$ cat src/rtl/chan_ctrl_regs.vh
// register map, field positions and timing constants of the channel controller
`ifndef CHAN_CTRL_REGS_VH
`define CHAN_CTRL_REGS_VH

// register offsets on the plain software port
`define CC_ADDR_W        3
`define CC_OFS_CTRL      3'h0
`define CC_OFS_STATUS    3'h1
`define CC_OFS_MADDR     3'h2
`define CC_OFS_WDATA     3'h3
`define CC_OFS_RDATA     3'h4
`define CC_OFS_TIMEOUT   3'h5

// control register fields (write)
`define CC_CTRL_GO       0
`define CC_CTRL_READ     1
`define CC_CTRL_WRITE    2
`define CC_CTRL_PWR_OK   3
`define CC_CTRL_ABORT    4

// status register fields (read; writing a one clears a sticky bit)
`define CC_STAT_BUSY     0
`define CC_STAT_DONE     1
`define CC_STAT_NXM      2
`define CC_STAT_GRANTED  3

// reset values
`define CC_TIMEOUT_RST   16'h0100
`define CC_CTRL_RST      5'h08

// timing: clock period and the nonexistent memory wait, in ns
`define CC_CLK_NS        4
`define CC_NXM_WAIT_NS   1024
`define CC_NXM_CYCLES    ((`CC_NXM_WAIT_NS + `CC_CLK_NS - 1) / `CC_CLK_NS)

`endif

$ cat src/rtl/chan_ctrl.v
// data channel controller that gains memory access through the port multiplexor
`timescale 1ns/100ps
`include "chan_ctrl_regs.vh"

// Summary of operation
// - controller holds its request low until it is granted.
// - granted controller sends cycle request and typed address, relayed to memory.
// - on address accept in a plain write, or on read restart in a read-modify-write, send write restart with write data.
// - on nonexistent memory pulse own abort line; multiplexor then disconnects.
module chan_ctrl
#(
  parameter DATA_W  = 36,          // memory word width
  parameter ADDR_W  = 18,          // memory address width
  parameter TMO_W   = 16,          // width of the nonexistent memory counter
  parameter NXM_DEF = `CC_NXM_CYCLES // default wait for address accept
)
(
  input  wire                  CLK_I,        // system clock, 250 MHz
  input  wire                  NRST_I,       // synchronous reset, active low
  input  wire [`CC_ADDR_W-1:0] ADR_I,        // register address
  input  wire [31:0]           WDAT_I,       // register write data
  input  wire                  WE_I,         // write strobe
  input  wire                  RE_I,         // read strobe
  output wire [31:0]           RDAT_O,       // read data, cycle after strobe
  output wire                  REQ_N_O,      // port request, active low
  output wire                  PWR_OK_N_O,   // processor power ok, active low
  input  wire                  GRANT_I,      // port grant from multiplexor
  output wire                  CYC_REQ_O,    // cycle request on mux bus
  output wire [ADDR_W-1:0]     MADDR_O,      // address word on mux bus
  output wire                  MUX_RD_O,     // read type with the address
  output wire                  MUX_WR_O,     // write type with the address
  input  wire                  ACCEPT_I,     // address accept relayed back
  input  wire                  RD_RESTART_I, // read restart relayed back
  input  wire [DATA_W-1:0]     RDATA_I,      // read word on mux bus
  output wire                  WR_RESTART_O, // write restart pulse
  output wire [DATA_W-1:0]     WDATA_O,      // write word on mux bus
  output wire                  ABORT_O       // port abort pulse
);

  // one-hot states of the access sequencer
  localparam [6:0] S_IDLE  = 7'h01;
  localparam [6:0] S_REQ   = 7'h02;
  localparam [6:0] S_ADDR  = 7'h04;
  localparam [6:0] S_READ  = 7'h08;
  localparam [6:0] S_WRITE = 7'h10;
  localparam [6:0] S_WREND = 7'h20;
  localparam [6:0] S_ABORT = 7'h40;

  reg [6:0]        state_r;
  reg [6:0]        state_nxt;
  reg              pwr_ok_r;
  reg              op_rd_r;
  reg              op_wr_r;
  reg [ADDR_W-1:0] maddr_r;
  reg [DATA_W-1:0] wdata_r;
  reg [DATA_W-1:0] rdata_r;
  reg [TMO_W-1:0]  tmo_lim_r;
  reg [TMO_W-1:0]  tmo_cnt_r;
  reg              done_r;
  reg              nxm_r;
  reg              granted_r;
  reg              accepted_r;
  reg [31:0]       rd_out_r;
  reg              req_n_r;
  reg              cyc_r;
  reg              wr_rs_r;
  reg              abort_r;
  reg              abort_pend_r;

  wire ctrl_we   = WE_I && (ADR_I == `CC_OFS_CTRL);
  wire stat_we   = WE_I && (ADR_I == `CC_OFS_STATUS);
  wire go        = ctrl_we && WDAT_I[`CC_CTRL_GO] && (state_r == S_IDLE);
  // an abort written while still requesting is parked until the grant
  wire abort_wr  = ctrl_we && WDAT_I[`CC_CTRL_ABORT];
  wire sw_abort  = abort_wr && (state_r != S_IDLE) && (state_r != S_REQ);
  wire tmo_hit   = (tmo_cnt_r == tmo_lim_r);
  wire busy      = (state_r != S_IDLE);
  wire fin_ok    = (state_r == S_WREND) || ((state_r == S_READ) && RD_RESTART_I && !op_wr_r);
  // a parked abort fires once the cycle request has gone out
  wire go_abort  = sw_abort ||
                   ((state_r == S_ADDR) && !accepted_r && (tmo_hit || abort_pend_r));

  // sequencer next state
  always @*
  begin
    state_nxt = state_r;
    case (state_r)
      S_IDLE:
        if (go)
          state_nxt = S_REQ;
      S_REQ:
        if (GRANT_I)
          state_nxt = S_ADDR;
      S_ADDR:
        if (go_abort)
          state_nxt = S_ABORT;
        else if (ACCEPT_I || accepted_r)
          state_nxt = op_rd_r ? S_READ : S_WRITE;
      S_READ:
        if (sw_abort)
          state_nxt = S_ABORT;
        else if (RD_RESTART_I)
          state_nxt = op_wr_r ? S_WRITE : S_IDLE;          // rmw keeps the port
      S_WRITE:
        state_nxt = S_WREND;
      S_WREND:
        state_nxt = S_IDLE;
      S_ABORT:
        state_nxt = S_IDLE;
      default:
        state_nxt = S_IDLE;
    endcase
  end

  // state register and software-visible control
  always @(posedge CLK_I)
  begin
    if (!NRST_I)
    begin
      state_r   <= S_IDLE;
      pwr_ok_r  <= 1'b1;
      op_rd_r   <= 1'b0;
      op_wr_r   <= 1'b0;
      maddr_r   <= {ADDR_W{1'b0}};
      wdata_r   <= {DATA_W{1'b0}};
      tmo_lim_r <= NXM_DEF[TMO_W-1:0];
    end
    else
    begin
      state_r <= state_nxt;
      if (ctrl_we)
        pwr_ok_r <= WDAT_I[`CC_CTRL_PWR_OK];
      // the operation type is latched only when a new access starts
      if (go)
      begin
        op_rd_r <= WDAT_I[`CC_CTRL_READ];
        op_wr_r <= WDAT_I[`CC_CTRL_WRITE];
      end
      // address and data are locked while an access is under way
      if (WE_I && (ADR_I == `CC_OFS_MADDR) && !busy)
        maddr_r <= WDAT_I[ADDR_W-1:0];
      if (WE_I && (ADR_I == `CC_OFS_WDATA) && !busy)
        wdata_r <= {{(DATA_W-32){1'b0}}, WDAT_I};
      if (WE_I && (ADR_I == `CC_OFS_TIMEOUT))
        tmo_lim_r <= WDAT_I[TMO_W-1:0];
    end
  end

  // nonexistent memory watchdog: runs while waiting for address accept
  // the count stops at the limit, so a hung memory gives one abort only;
  // a small limit trades false aborts on slow memory for a quicker release
  always @(posedge CLK_I)
  begin
    if (!NRST_I)
      tmo_cnt_r <= {TMO_W{1'b0}};
    else if (state_r == S_ADDR && !tmo_hit)
      tmo_cnt_r <= tmo_cnt_r + {{(TMO_W-1){1'b0}}, 1'b1};
    else if (state_r != S_ADDR)
      tmo_cnt_r <= {TMO_W{1'b0}};
  end

  // accept may pulse for one cycle only, so remember it
  always @(posedge CLK_I)
  begin
    if (!NRST_I)
      accepted_r <= 1'b0;
    else if (state_r == S_ADDR && ACCEPT_I)
      accepted_r <= 1'b1;
    else if (state_r != S_ADDR)
      accepted_r <= 1'b0;
  end

  // parked abort: dropping the request before the grant would leave the
  // multiplexor granting a port that never sends a cycle, so the request
  // stays low and the abort pulse follows the grant instead
  always @(posedge CLK_I)
  begin
    if (!NRST_I)
      abort_pend_r <= 1'b0;
    else if (state_r == S_REQ && abort_wr)
      abort_pend_r <= 1'b1;
    else if (state_r != S_REQ && state_r != S_ADDR)
      abort_pend_r <= 1'b0;
  end

  // captured read word, taken with the read restart pulse
  always @(posedge CLK_I)
  begin
    if (!NRST_I)
      rdata_r <= {DATA_W{1'b0}};
    else if (state_r == S_READ && RD_RESTART_I)
      rdata_r <= RDATA_I;
  end

  // sticky status bits; a hardware set wins over a software clear
  // so an event landing in the cycle of a clear is never lost
  always @(posedge CLK_I)
  begin
    if (!NRST_I)
    begin
      done_r    <= 1'b0;
      nxm_r     <= 1'b0;
      granted_r <= 1'b0;
    end
    else
    begin
      if (fin_ok)
        done_r <= 1'b1;
      else if (stat_we && WDAT_I[`CC_STAT_DONE])
        done_r <= 1'b0;
      if (go_abort)
        nxm_r <= 1'b1;
      else if (stat_we && WDAT_I[`CC_STAT_NXM])
        nxm_r <= 1'b0;
      if (state_r == S_REQ && GRANT_I)
        granted_r <= 1'b1;
      else if (stat_we && WDAT_I[`CC_STAT_GRANTED])
        granted_r <= 1'b0;
    end
  end

  // multiplexor-side request, cycle, write restart and abort outputs, all from flip-flops
  // registering them keeps decode glitches off the cable side
  always @(posedge CLK_I)
  begin
    if (!NRST_I)
    begin
      req_n_r <= 1'b1;
      cyc_r   <= 1'b0;
      wr_rs_r <= 1'b0;
      abort_r <= 1'b0;
    end
    else
    begin
      // request held low from start until grant is seen
      req_n_r <= !(state_nxt == S_REQ);
      // cycle request stands with the address until accept
      cyc_r   <= (state_nxt == S_ADDR) && !(ACCEPT_I || accepted_r);
      // write restart goes out together with the write word
      wr_rs_r <= (state_nxt == S_WRITE);
      abort_r <= (state_nxt == S_ABORT);
    end
  end

  // register read port, answer one cycle after the strobe
  // unmapped offsets read as zero rather than aliasing a register
  always @(posedge CLK_I)
  begin
    if (!NRST_I)
      rd_out_r <= 32'h00000000;
    else if (RE_I)
    begin
      if (ADR_I == `CC_OFS_CTRL)
        rd_out_r <= {27'h0000000, 1'b0, pwr_ok_r, op_wr_r, op_rd_r, 1'b0};
      else if (ADR_I == `CC_OFS_STATUS)
        rd_out_r <= {28'h0000000, granted_r, nxm_r, done_r, busy};
      else if (ADR_I == `CC_OFS_MADDR)
        rd_out_r <= {{(32-ADDR_W){1'b0}}, maddr_r};
      else if (ADR_I == `CC_OFS_WDATA)
        rd_out_r <= wdata_r[31:0];
      else if (ADR_I == `CC_OFS_RDATA)
        rd_out_r <= rdata_r[31:0];
      else if (ADR_I == `CC_OFS_TIMEOUT)
        rd_out_r <= {{(32-TMO_W){1'b0}}, tmo_lim_r};
      else
        rd_out_r <= 32'h00000000;                           // unmapped reads zero
    end
    else
      rd_out_r <= 32'h00000000;
  end

  assign RDAT_O       = rd_out_r;
  assign REQ_N_O      = req_n_r;
  assign PWR_OK_N_O   = !pwr_ok_r;
  // address and type travel with the cycle request
  assign CYC_REQ_O    = cyc_r;
  assign MADDR_O      = maddr_r;
  assign MUX_RD_O     = op_rd_r & busy;
  assign MUX_WR_O     = op_wr_r & busy;
  assign WR_RESTART_O = wr_rs_r;
  // write word driven only while the write phase is open
  assign WDATA_O      = (state_r == S_WRITE || state_r == S_WREND) ? wdata_r : {DATA_W{1'b0}};
  assign ABORT_O      = abort_r;

endmodule

$ cat config.mk
export PLATFORM = sky130hd
export DESIGN_NAME = chan_ctrl
export DESIGN_NICKNAME = d
export VERILOG_FILES = /design/src/rtl/chan_ctrl.v
export VERILOG_INCLUDE_DIRS = /design/src /design/src/rtl
export SDC_FILE = /design/constraint.sdc
export NUM_CORES = 1
export LEC_CHECK = 0
export BUFFER_PORTS_ARGS = -buffer_cell sky130_fd_sc_hd__buf_2
export CAP_MARGIN = 15
export CORE_UTILIZATION = 40
export CTS_CLUSTER_SIZE = 20
export DETAILED_ROUTE_END_ITERATION = 8
export HOLD_SLACK_MARGIN = 0.15
export RECOVER_POWER = 100
export SYNTH_ARGS = -nofsm -noshare
export SYNTH_HDL_FRONTEND = slang
export SYNTH_SLANG_ARGS = --single-unit
$ cat constraint.sdc
create_clock -name CLK_I -period 2.55 [get_ports CLK_I]
set_clock_uncertainty 0.15 [all_clocks]
set_input_delay 0.51 -clock CLK_I [delete_from_list [all_inputs] [get_ports CLK_I]]
set_output_delay 0.51 -clock CLK_I [all_outputs]
set_load 0.01 [all_outputs]
==> impl_metrics.toml, run 1 <==
[detailed_routing]
routed_wl_um = 21900
post_drt_via_cell_ratio = 5.32
drt-initial-drc-count = 404
drc = 0
wl_per_cell_um = 17.4
vias = 6698
ant_nets = 0
first_pass_iters = 5

[timing]
fmax_mhz = 360
tns_ps = -7030
fin_crit_sh = 1.09
worstMarginPinSlew_ps = 1170
slew_violations = 0
grt_setup_unrepaired = "true"
hold_viol_final = 0
layout_setup_ws_ps = -224
slew-limit-headroom = 0.214
fin_crit_ps = 2770
setup_viol = 46

[clocking]
ctsRootBufferMaster = "clkbuf_16"
clk_latency_ps = 420
cts_num_sinks = 165
cts.clk_slew.worst_paths_ps = 70
clock_path_buffers = 2
htreeDepth = 4
cts_tree = "built"
cts_hold_buf = 0
cts-buffers-inserted = 17

[die]
core_area_um2 = 17400
initial_core_util = 0.414
dieHeight_um = 136
die-area_um2 = 18500
rows = 48
die_w_um = 136
io_pins = 171

[global_route]
grt_pass1_vias = 6354
grt_max_degree = 59
use_met1 = 0.329
track_usage = 0.239
antenna_found_initial = 1
use_met3 = 0.0574
grt_pass1_wl_um = 34000
grt_overflow = 0
top_usage_layer = "met2"
grt_use_met2 = 0.377

[worst_setup_path]
cp-start-kind = "flip-flop"
cp.required_ps = 1890
worst_r2r_path_depth = 6
worstSetupEndpointType = "output pin"
reg2reg_slack_ps = 90
crit_fanout = 8
critPathKind = "flip-flop to output pin"
reg2reg_from = "state_r[5]"
arrival_ps = 2110
timing.rr.end = "wdata_r[30]"

[hold_path]
min_path_cells = 3
min_from = "WDAT_I[29]"
whs_endpoint = "wdata_r[29]"
hp-class = "input pin to flip-flop"

[power_and_ir_drop]
pwr-share-clk = 0.469
pwr-share-comb = 0.064
powerDensity_nw_per_um2 = 616
ir_drop_v = 0.000468
netSwitchingPower_w = 0.00134
p_leak_nw = 3.49
seqPwrFrac = 0.467
swShare = 0.238
p_int_w = 0.00429
total_power_w = 0.00563

[placement]
numPortBuffers = 162
placed_cells = 1221
routabilityCongestion = 0.866
dpl_cell_area_um2 = 8370
pre_cts_slack_ps = 79.1
place.detailed.hpwl_um = 15000

[final_layout]
drive_gt1_frac = 0.247
final-seq-area_um2 = 3310
fillCellCount = 1739
num_antenna_cells = 0
final_common_cell = "dfxtp_1"
nNetsFinal = 1102
multi_input_area_um2 = 3640
fin_area_um2 = 9140
final_cell_mix = "dfxtp_1, nand2_1, buf_2"
finalNonFillerCells = 1260
area_growth_pct = 26.9

[synth]
synth.area.top_cells = "dfxtp_1, nand2_1, a21oi_1"
ys_ff_latch = 165
syn_area_per_cell_um2 = 8.45
synth_cells = 852
ys_types = 54
ys.warnings.count = 0
async_flop_share = 0
synth-edff-count = 0
synth_ff_type = "dfxtp_1"
yosysSeqAreaShare = 0.459
synth_area_um2 = 7200
synth_area_leader_cell = "dfxtp_1"
yosysTopAreaCellShare = 0.459

[outcome]
outcome = "complete, but fails checks"
violations = "negative setup slack"

[run]
maxCapViolCount = 0
## how the worst max path moves through the flow
stage / from / end / slack (ps) / depth (start not counted)
after floorplan: state_r[4] / wdata_r[10] / 90 / 9
after global placement: state_r[0] / WDATA_O[31] / 70 / 6
after detailed placement: state_r[0] / WDATA_O[31] / 80 / 6
after CTS: state_r[0] / WDATA_O[11] / -240 / 6
after global routing: state_r[0] / WDATA_O[0] / -280 / 7
final: state_r[0] / WDATA_O[31] / -220 / 7
## layer usage
| metal | up-vias | routed length (um) | share of wire |
|---|---|---|---|
| met5 | - | 13 | 0.00059 |
| met2 | 195 | 10100 | 0.46 |
| met3 | 18 | 1300 | 0.059 |
| li1 | 3272 | - | - |
| met1 | 3211 | 10200 | 0.47 |
| met4 | 2 | 308 | 0.014 |
## logic make-up (layout without fill, tap and decap cells)
kind of cell | count (synthesis) | in the layout | share of synthesized area
multiplexers | 38 | 38 | 0.0547
buffers and inverters | 77 | 257 | 0.0493
adder cells (fa/ha/maj) | 1 | 1 | 0.00174
flip-flops | 165 | 165 | 0.459
XOR/XNOR | 21 | 21 | 0.0255
AO/OA/AOI/OAI | 205 | 205 | 0.180
AND/OR/NAND/NOR | 344 | 344 | 0.229
other | 1 | 4 | 0.000521
## cell type report
| class | count | area share |
|---|---|---|
| multi-input cells | 613 | 0.398 |
| flip-flops and latches | 165 | 0.362 |
| repair buffers | 214 | 0.139 |
| clock buffers | 17 | 0.0465 |
| well taps | 225 | 0.0308 |
| clock inverters | 14 | 0.0192 |
| inverters | 12 | 0.00507 |
## per-stage QoR
step,util,hold slack [ps]
floorplan,-,283
global placement,0.481,290
detailed placement,0.481,295
CTS,0.519,158
global route,0.525,156
finish,0.525,173
## power groups by stage
| stage | sequential [W] | combinational [W] | clock, W |
|---|---|---|---|
| 2_1_floorplan | 0.00269 | 0.000189 | 0 |
| 3_3_place_gp | 0.00269 | 0.000358 | 0 |
| 3_5_place_dp | 0.00269 | 0.000359 | 0 |
| 4_1_cts | 0.00263 | 0.000364 | 0.00268 |
| 5_1_grt | 0.00263 | 0.000389 | 0.00280 |
| 6_report | 0.00263 | 0.000360 | 0.00264 |
## sequential cells by signal, summed over array words and instances (netlist names), 7 cells and up
signal and cells:
rdata_r 32, tmo_lim_r 16, state_r 7, RDAT_O 32, MADDR_O 18, tmo_cnt_r 16
wdata_r 32
## synth_stat cells, drive strengths merged, types with 11 or more instances
master / instances
o311a: 12
and2: 34
dfxtp: 165
buf: 17
mux2i: 36
a21oi: 109
o31ai: 13
nor2: 55
xnor2: 18
inv: 11
clkbuf: 48
nand3: 13
or4: 13
a22oi: 16
nand2: 180
o22ai: 15
o21ai: 25
## repair_timing
| action | CTS | global route |
|---|---|---|
| endpoints found under the setup margin | 33 | 34 |
| cloned | 1 | 1 |
| pin swaps | 5 | 2 |
| resized for setup | 12 | 30 |
| buffers inserted | 3 | 3 |
## critical path, stage by stage, from the launching register on
cell     delay [ps]
dfxtp_2         320
or2_4           240
or4_4           460
nor2_4          160
buf_12          130
buf_8           130
and2_4          150
buf_2           120
No activity file was read; power rests on OpenSTA's default activity.
==> run 2: changes to the inputs <==
==> constraint.sdc (replaced) <==
create_clock -name CLK_I -period 2.55 [get_ports CLK_I]
set_clock_uncertainty 0.15 [all_clocks]
set_input_delay 0.1275 -clock CLK_I [delete_from_list [all_inputs] [get_ports CLK_I]]
set_output_delay 0.1275 -clock CLK_I [all_outputs]
set_load 0.01 [all_outputs]
==> impl_metrics.toml, run 2 (same netlist as run 1, synthesis figures left out) <==
[outcome]
outcome = "complete, no violations"

[detailed_routing]
post_drt_via_cell_ratio = 5.22
drc = 0
drt-initial-drc-count = 481
vias = 6956
wl_per_cell_um = 16.7
first_pass_iters = 5
routed_wl_um = 22200
ant_nets = 0

[final_layout]
final_common_cell = "nand2_1"
multi_input_area_um2 = 3580
finalNonFillerCells = 1332
drive_gt1_frac = 0.192
area_growth_pct = 35.6
final_cell_mix = "nand2_1, dfxtp_1, buf_2"
final-seq-area_um2 = 3310
fillCellCount = 1672
nNetsFinal = 1172

[global_route]
grt_overflow = 0
top_usage_layer = "met2"
grt_max_degree = 38
use_met3 = 0.0496
grt_pass1_vias = 6662
grt_pass1_wl_um = 35000
use_met1 = 0.329
track_usage = 0.245
antenna_found_initial = 1
grt_use_met2 = 0.391

[timing]
tns_ps = 0
worstMarginPinSlew_ps = 1100
hold_viol_final = 0
fmax_mhz = 405
fin_crit_sh = 0.967
slew-limit-headroom = 0.264
fin_crit_ps = 2470
slew_violations = 0
setup_viol = 0
grt_setup_unrepaired = "false"

[die]
io_pins = 171
die_w_um = 136
dieHeight_um = 136
die-area_um2 = 18500
initial_core_util = 0.414
core_area_um2 = 17400
rows = 48

[worst_setup_path]
cp_num_buf_inv = 2
crit_fanout = 15
cp-start-kind = "flip-flop"
critPathKind = "flip-flop to output pin"
crit_chain = "or2_4, or4_4, nor2_4, clkbuf_16, and2_1, buf_2"
cp.required_ps = 2270
cpLargestDelayFamily = "simple AND/OR/NAND/NOR gates"
worstSetupEndpointType = "output pin"
critical-path-slowest-cell = "or4_4"
cp_slowest_stage_delay_ps = 450
arrival_ps = 2190

[clocking]
clk_latency_ps = 430
htreeDepth = 4
cts-buffers-inserted = 17
cts_tree = "built"
ctsRootBufferMaster = "clkbuf_16"
cts.clk_slew.worst_paths_ps = 70
clock_path_buffers = 2
cts_num_sinks = 165

[placement]
numPortBuffers = 162
place.detailed.hpwl_um = 14200
placed_cells = 1206
routabilityCongestion = 0.809

[power_and_ir_drop]
p_leak_nw = 3.75
ir_drop_v = 0.000509
powerDensity_nw_per_um2 = 603

[run]
maxCapViolCount = 0

[hold_path]
hp-class = "input pin to flip-flop"
[run 2: changes by cell type in the layout (fill, tap and decap cells not counted), sizes merged]
| cell | change |
|---|---|
| clkinvlp | -1 |
| bufinv | +1 |
| diode | +1 |
| dlygate4sd3 | +92 |
| buf | -27 |
| clkinv | -1 |
| clkbuf | +5 |
| inv | +2 |
[run 2: path summary, 6_finish.rpt]
kind                             startpoint     endpoint  slack, ps  cells after the start
worst max register to register   state_r[6]    RDAT_O[0]        140                      6
worst min register to register  rdata_r[27]  rdata_r[27]        310                      2
worst min-delay path               ADR_I[0]    granted_r        170                      5
worst max-delay path             state_r[0]   WDATA_O[7]         80                      6
[run 2: worst register-to-register path: cells and delay by family, from the launching register on]
family / cells / cell delay, ps
buffers and inverters: 2 / 760
and+or+nand+nor: 3 / 960
DFF: 1 / 370
AOI/OAI and AO/OA: 1 / 70
[run 2: routing by layer]
metal / wire length, um / part of all wire
met4: 235 / 0.011
met3: 1210 / 0.054
met1: 10300 / 0.46
met5: 0 / 0
met2: 10500 / 0.47
[run 2: where the power goes]
group | total, W | switching (W) | internal, W
Clock | 0.00282 | 0.00115 | 0.00167
Combinational | 0.000440 | 0.000239 | 0.000200
Sequential | 0.00263 | 0.0000220 | 0.00261
[run 2: through the flow]
| step | utilization | hold slack, ps | cell area, um2 | power, W | setup WS, ps |
|---|---|---|---|---|---|
| floorplan | - | 102 | 7210 | 0.00287 | 91.3 |
| global placement | 0.474 | 220 | 8260 | 0.00303 | 202 |
| detailed placement | 0.474 | 224 | 8260 | 0.00303 | 191 |
| CTS | 0.564 | 153 | 9830 | 0.00592 | 28.7 |
| global route | 0.561 | 197 | 9760 | 0.00608 | 14.6 |
| finish | 0.561 | 169 | 9760 | 0.00589 | 83.5 |
[run 2: layout make-up]
| type | instances | share of cell area |
|---|---|---|
| Tap cell | 225 | 0.0288 |
| Timing Repair Buffer | 284 | 0.195 |
| Clock buffer | 17 | 0.0436 |
| Sequential cell | 165 | 0.339 |
| Inverter | 12 | 0.00474 |
| Multi-Input combinational cell | 613 | 0.366 |
| Clock inverter | 15 | 0.0223 |
| Antenna cell | 1 | 0.000256 |
[run 2: timing repair]
action,in CTS,in global routing
hold buffers,92,0
gates resized for setup,1,12
cloned,0,1
setup buffers,0,0
endpoints found under the setup margin,6,44
hold endpoints to repair,142,0
pin swaps,0,1
==> run 3: changes to the inputs <==
--- a/config.mk
+++ b/config.mk
@@ -8,10 +8,13 @@
 export LEC_CHECK = 0
 export BUFFER_PORTS_ARGS = -buffer_cell sky130_fd_sc_hd__buf_2
 export CAP_MARGIN = 15
-export CORE_UTILIZATION = 40
+export CELL_PAD_IN_SITES_DETAIL_PLACEMENT = 0
+export CELL_PAD_IN_SITES_GLOBAL_PLACEMENT = 1
+export CORE_UTILIZATION = 36
 export CTS_CLUSTER_SIZE = 20
 export DETAILED_ROUTE_END_ITERATION = 8
 export HOLD_SLACK_MARGIN = 0.15
+export PLACE_DENSITY_LB_ADDON = 0.1
 export RECOVER_POWER = 100
 export SYNTH_ARGS = -nofsm -noshare
 export SYNTH_HDL_FRONTEND = slang
==> impl_metrics.toml, run 3 (same netlist as run 1, synthesis figures left out) <==
[outcome]
outcome = "complete, but fails checks"
violations = "negative setup slack"

[die]
io_pins = 171
rows = 51
die_w_um = 143
initial_core_util = 0.369
die-area_um2 = 20600
dieHeight_um = 143
core_area_um2 = 19500

[timing]
fin_crit_ps = 2590
slew_violations = 0
fin_crit_sh = 1.01
setup_viol = 16
fmax_mhz = 387
grt_setup_unrepaired = "true"
hold_viol_final = 0
whs_ps = 177
worstMarginPinSlew_ps = 1250
layout_setup_ws_ps = -37.2
slew-limit-headroom = 0.166

[final_layout]
drive_gt1_frac = 0.211
nNetsFinal = 1172
final_cell_mix = "dfxtp_1, nand2_1, a21oi_1"
fin_area_um2 = 9910
final_common_cell = "dfxtp_1"
num_antenna_cells = 0
finalNonFillerCells = 1371
area_growth_pct = 37.6
final_util = 0.507

[power_and_ir_drop]
pwr-share-comb = 0.082
ir_drop_v = 0.000447
p_leak_nw = 3.73
swShare = 0.250
powerDensity_nw_per_um2 = 568
seqPwrFrac = 0.467
pwr-share-clk = 0.452
total_power_w = 0.00562
netSwitchingPower_w = 0.00141
p_int_w = 0.00422

[global_route]
antenna_found_initial = 0
grt_overflow = 0
grt_use_met2 = 0.399
grt_max_degree = 106
top_usage_layer = "met2"
use_met3 = 0.0463
use_met1 = 0.324
track_usage = 0.245
grt_pass1_vias = 6689
grt_pass1_wl_um = 37500

[detailed_routing]
routed_wl_um = 24600
drc = 0
wl_per_cell_um = 17.9
vias = 6885
post_drt_via_cell_ratio = 5.02
first_pass_iters = 5
drt-initial-drc-count = 366
ant_nets = 0

[worst_setup_path]
cp-start-kind = "flip-flop"
cp.required_ps = 2270
reg2reg_from = "state_r[4]"
timing.rr.end = "RDAT_O[0]"
worstSetupEndpointType = "output pin"
crit_fanout = 6
arrival_ps = 2310
critPathKind = "flip-flop to output pin"
reg2reg_slack_ps = 20
worst_r2r_path_depth = 6

[clocking]
clock_path_buffers = 2
htreeDepth = 4
cts_num_sinks = 165
cts.clk_slew.worst_paths_ps = 60
cts-buffers-inserted = 17
clk_latency_ps = 430
ctsRootBufferMaster = "clkbuf_16"
cts_tree = "built"

[hold_path]
whs_endpoint = "RDAT_O[3]"
min_path_cells = 4
min_from = "ADR_I[1]"
hp-class = "input pin to flip-flop"

[placement]
dpl_cell_area_um2 = 8380
place.detailed.hpwl_um = 15900
placed_cells = 1249
numPortBuffers = 162
routabilityCongestion = 0.816

[run]
maxCapViolCount = 0
run 3: cell count changes in the layout (fill, tap and decap cells not counted), moves of 6 or more:
cell / delta
buf_2: -19
nand2_2: +6
and2_4: +18
and2_1: -19
buf_6: +20
dlygate4sd3_1: -7
nand2_1: -6
run 3: worst max-delay path by stage:
| stage | start | end | depth (start not counted) |
|---|---|---|---|
| finish | state_r[1] | WDATA_O[15] | 6 |
| global route | state_r[1] | WDATA_O[25] | 6 |
| CTS | state_r[0] | WDATA_O[12] | 6 |
| detailed placement | state_r[6] | wdata_r[2] | 7 |
| global placement | state_r[6] | MADDR_O[10] | 6 |
| floorplan | state_r[4] | wdata_r[10] | 9 |
run 3: timing repair:
item / CTS / global route
cloned: 1 / 1
gates resized for setup: 3 / 48
setup endpoints to repair: 19 / 33
buffers inserted: 0 / 3
pin swaps: 1 / 5
hold endpoints to repair: 139 / 0
hold buffers: 85 / 0
run 3: worst max-delay path, stage by stage, from the launching register on:
cell	delay, ps
dfxtp_4	350
or2_4	250
or4_4	510
nor2_4	290
clkbuf_16	230
and2_4	150
buf_6	90
run 3: power groups by stage:
stage,Clock (W),Sequential (W),Combinational [W]
2_1_floorplan,0,0.00269,0.000189
3_3_place_gp,0,0.00269,0.000366
3_5_place_dp,0,0.00269,0.000367
4_1_cts,0.00259,0.00263,0.000468
5_1_grt,0.00269,0.00263,0.000498
6_report,0.00254,0.00263,0.000459
run 3: area by class of cell:
class | count | area (um2)
multi-input combinational | 613 | 3590
timing repair buffer | 284 | 2050
clock buffer | 19 | 453
sequential | 165 | 3310
tap | 265 | 332
fill | 1997 | 9620
clock inverter | 13 | 123
inverter | 12 | 46.3
run 3: metal layers:
layer | wire length [um] | vias to the layer above | share of wire
li1 | - | 3416 | -
met1 | 11500 | 3259 | 0.47
met2 | 11400 | 181 | 0.46
met3 | 1190 | 29 | 0.048
met4 | 498 | 0 | 0.020
met5 | 0 | - | 0
run 3: stage by stage:
stage                     setup TNS [ps]  setup slack (ps)
after CTS                           -581             -56.7
after global placement                 0               245
final                               -298             -37.2
after global routing               -2880              -110
after floorplan                        0              91.3
after detailed placement               0               257
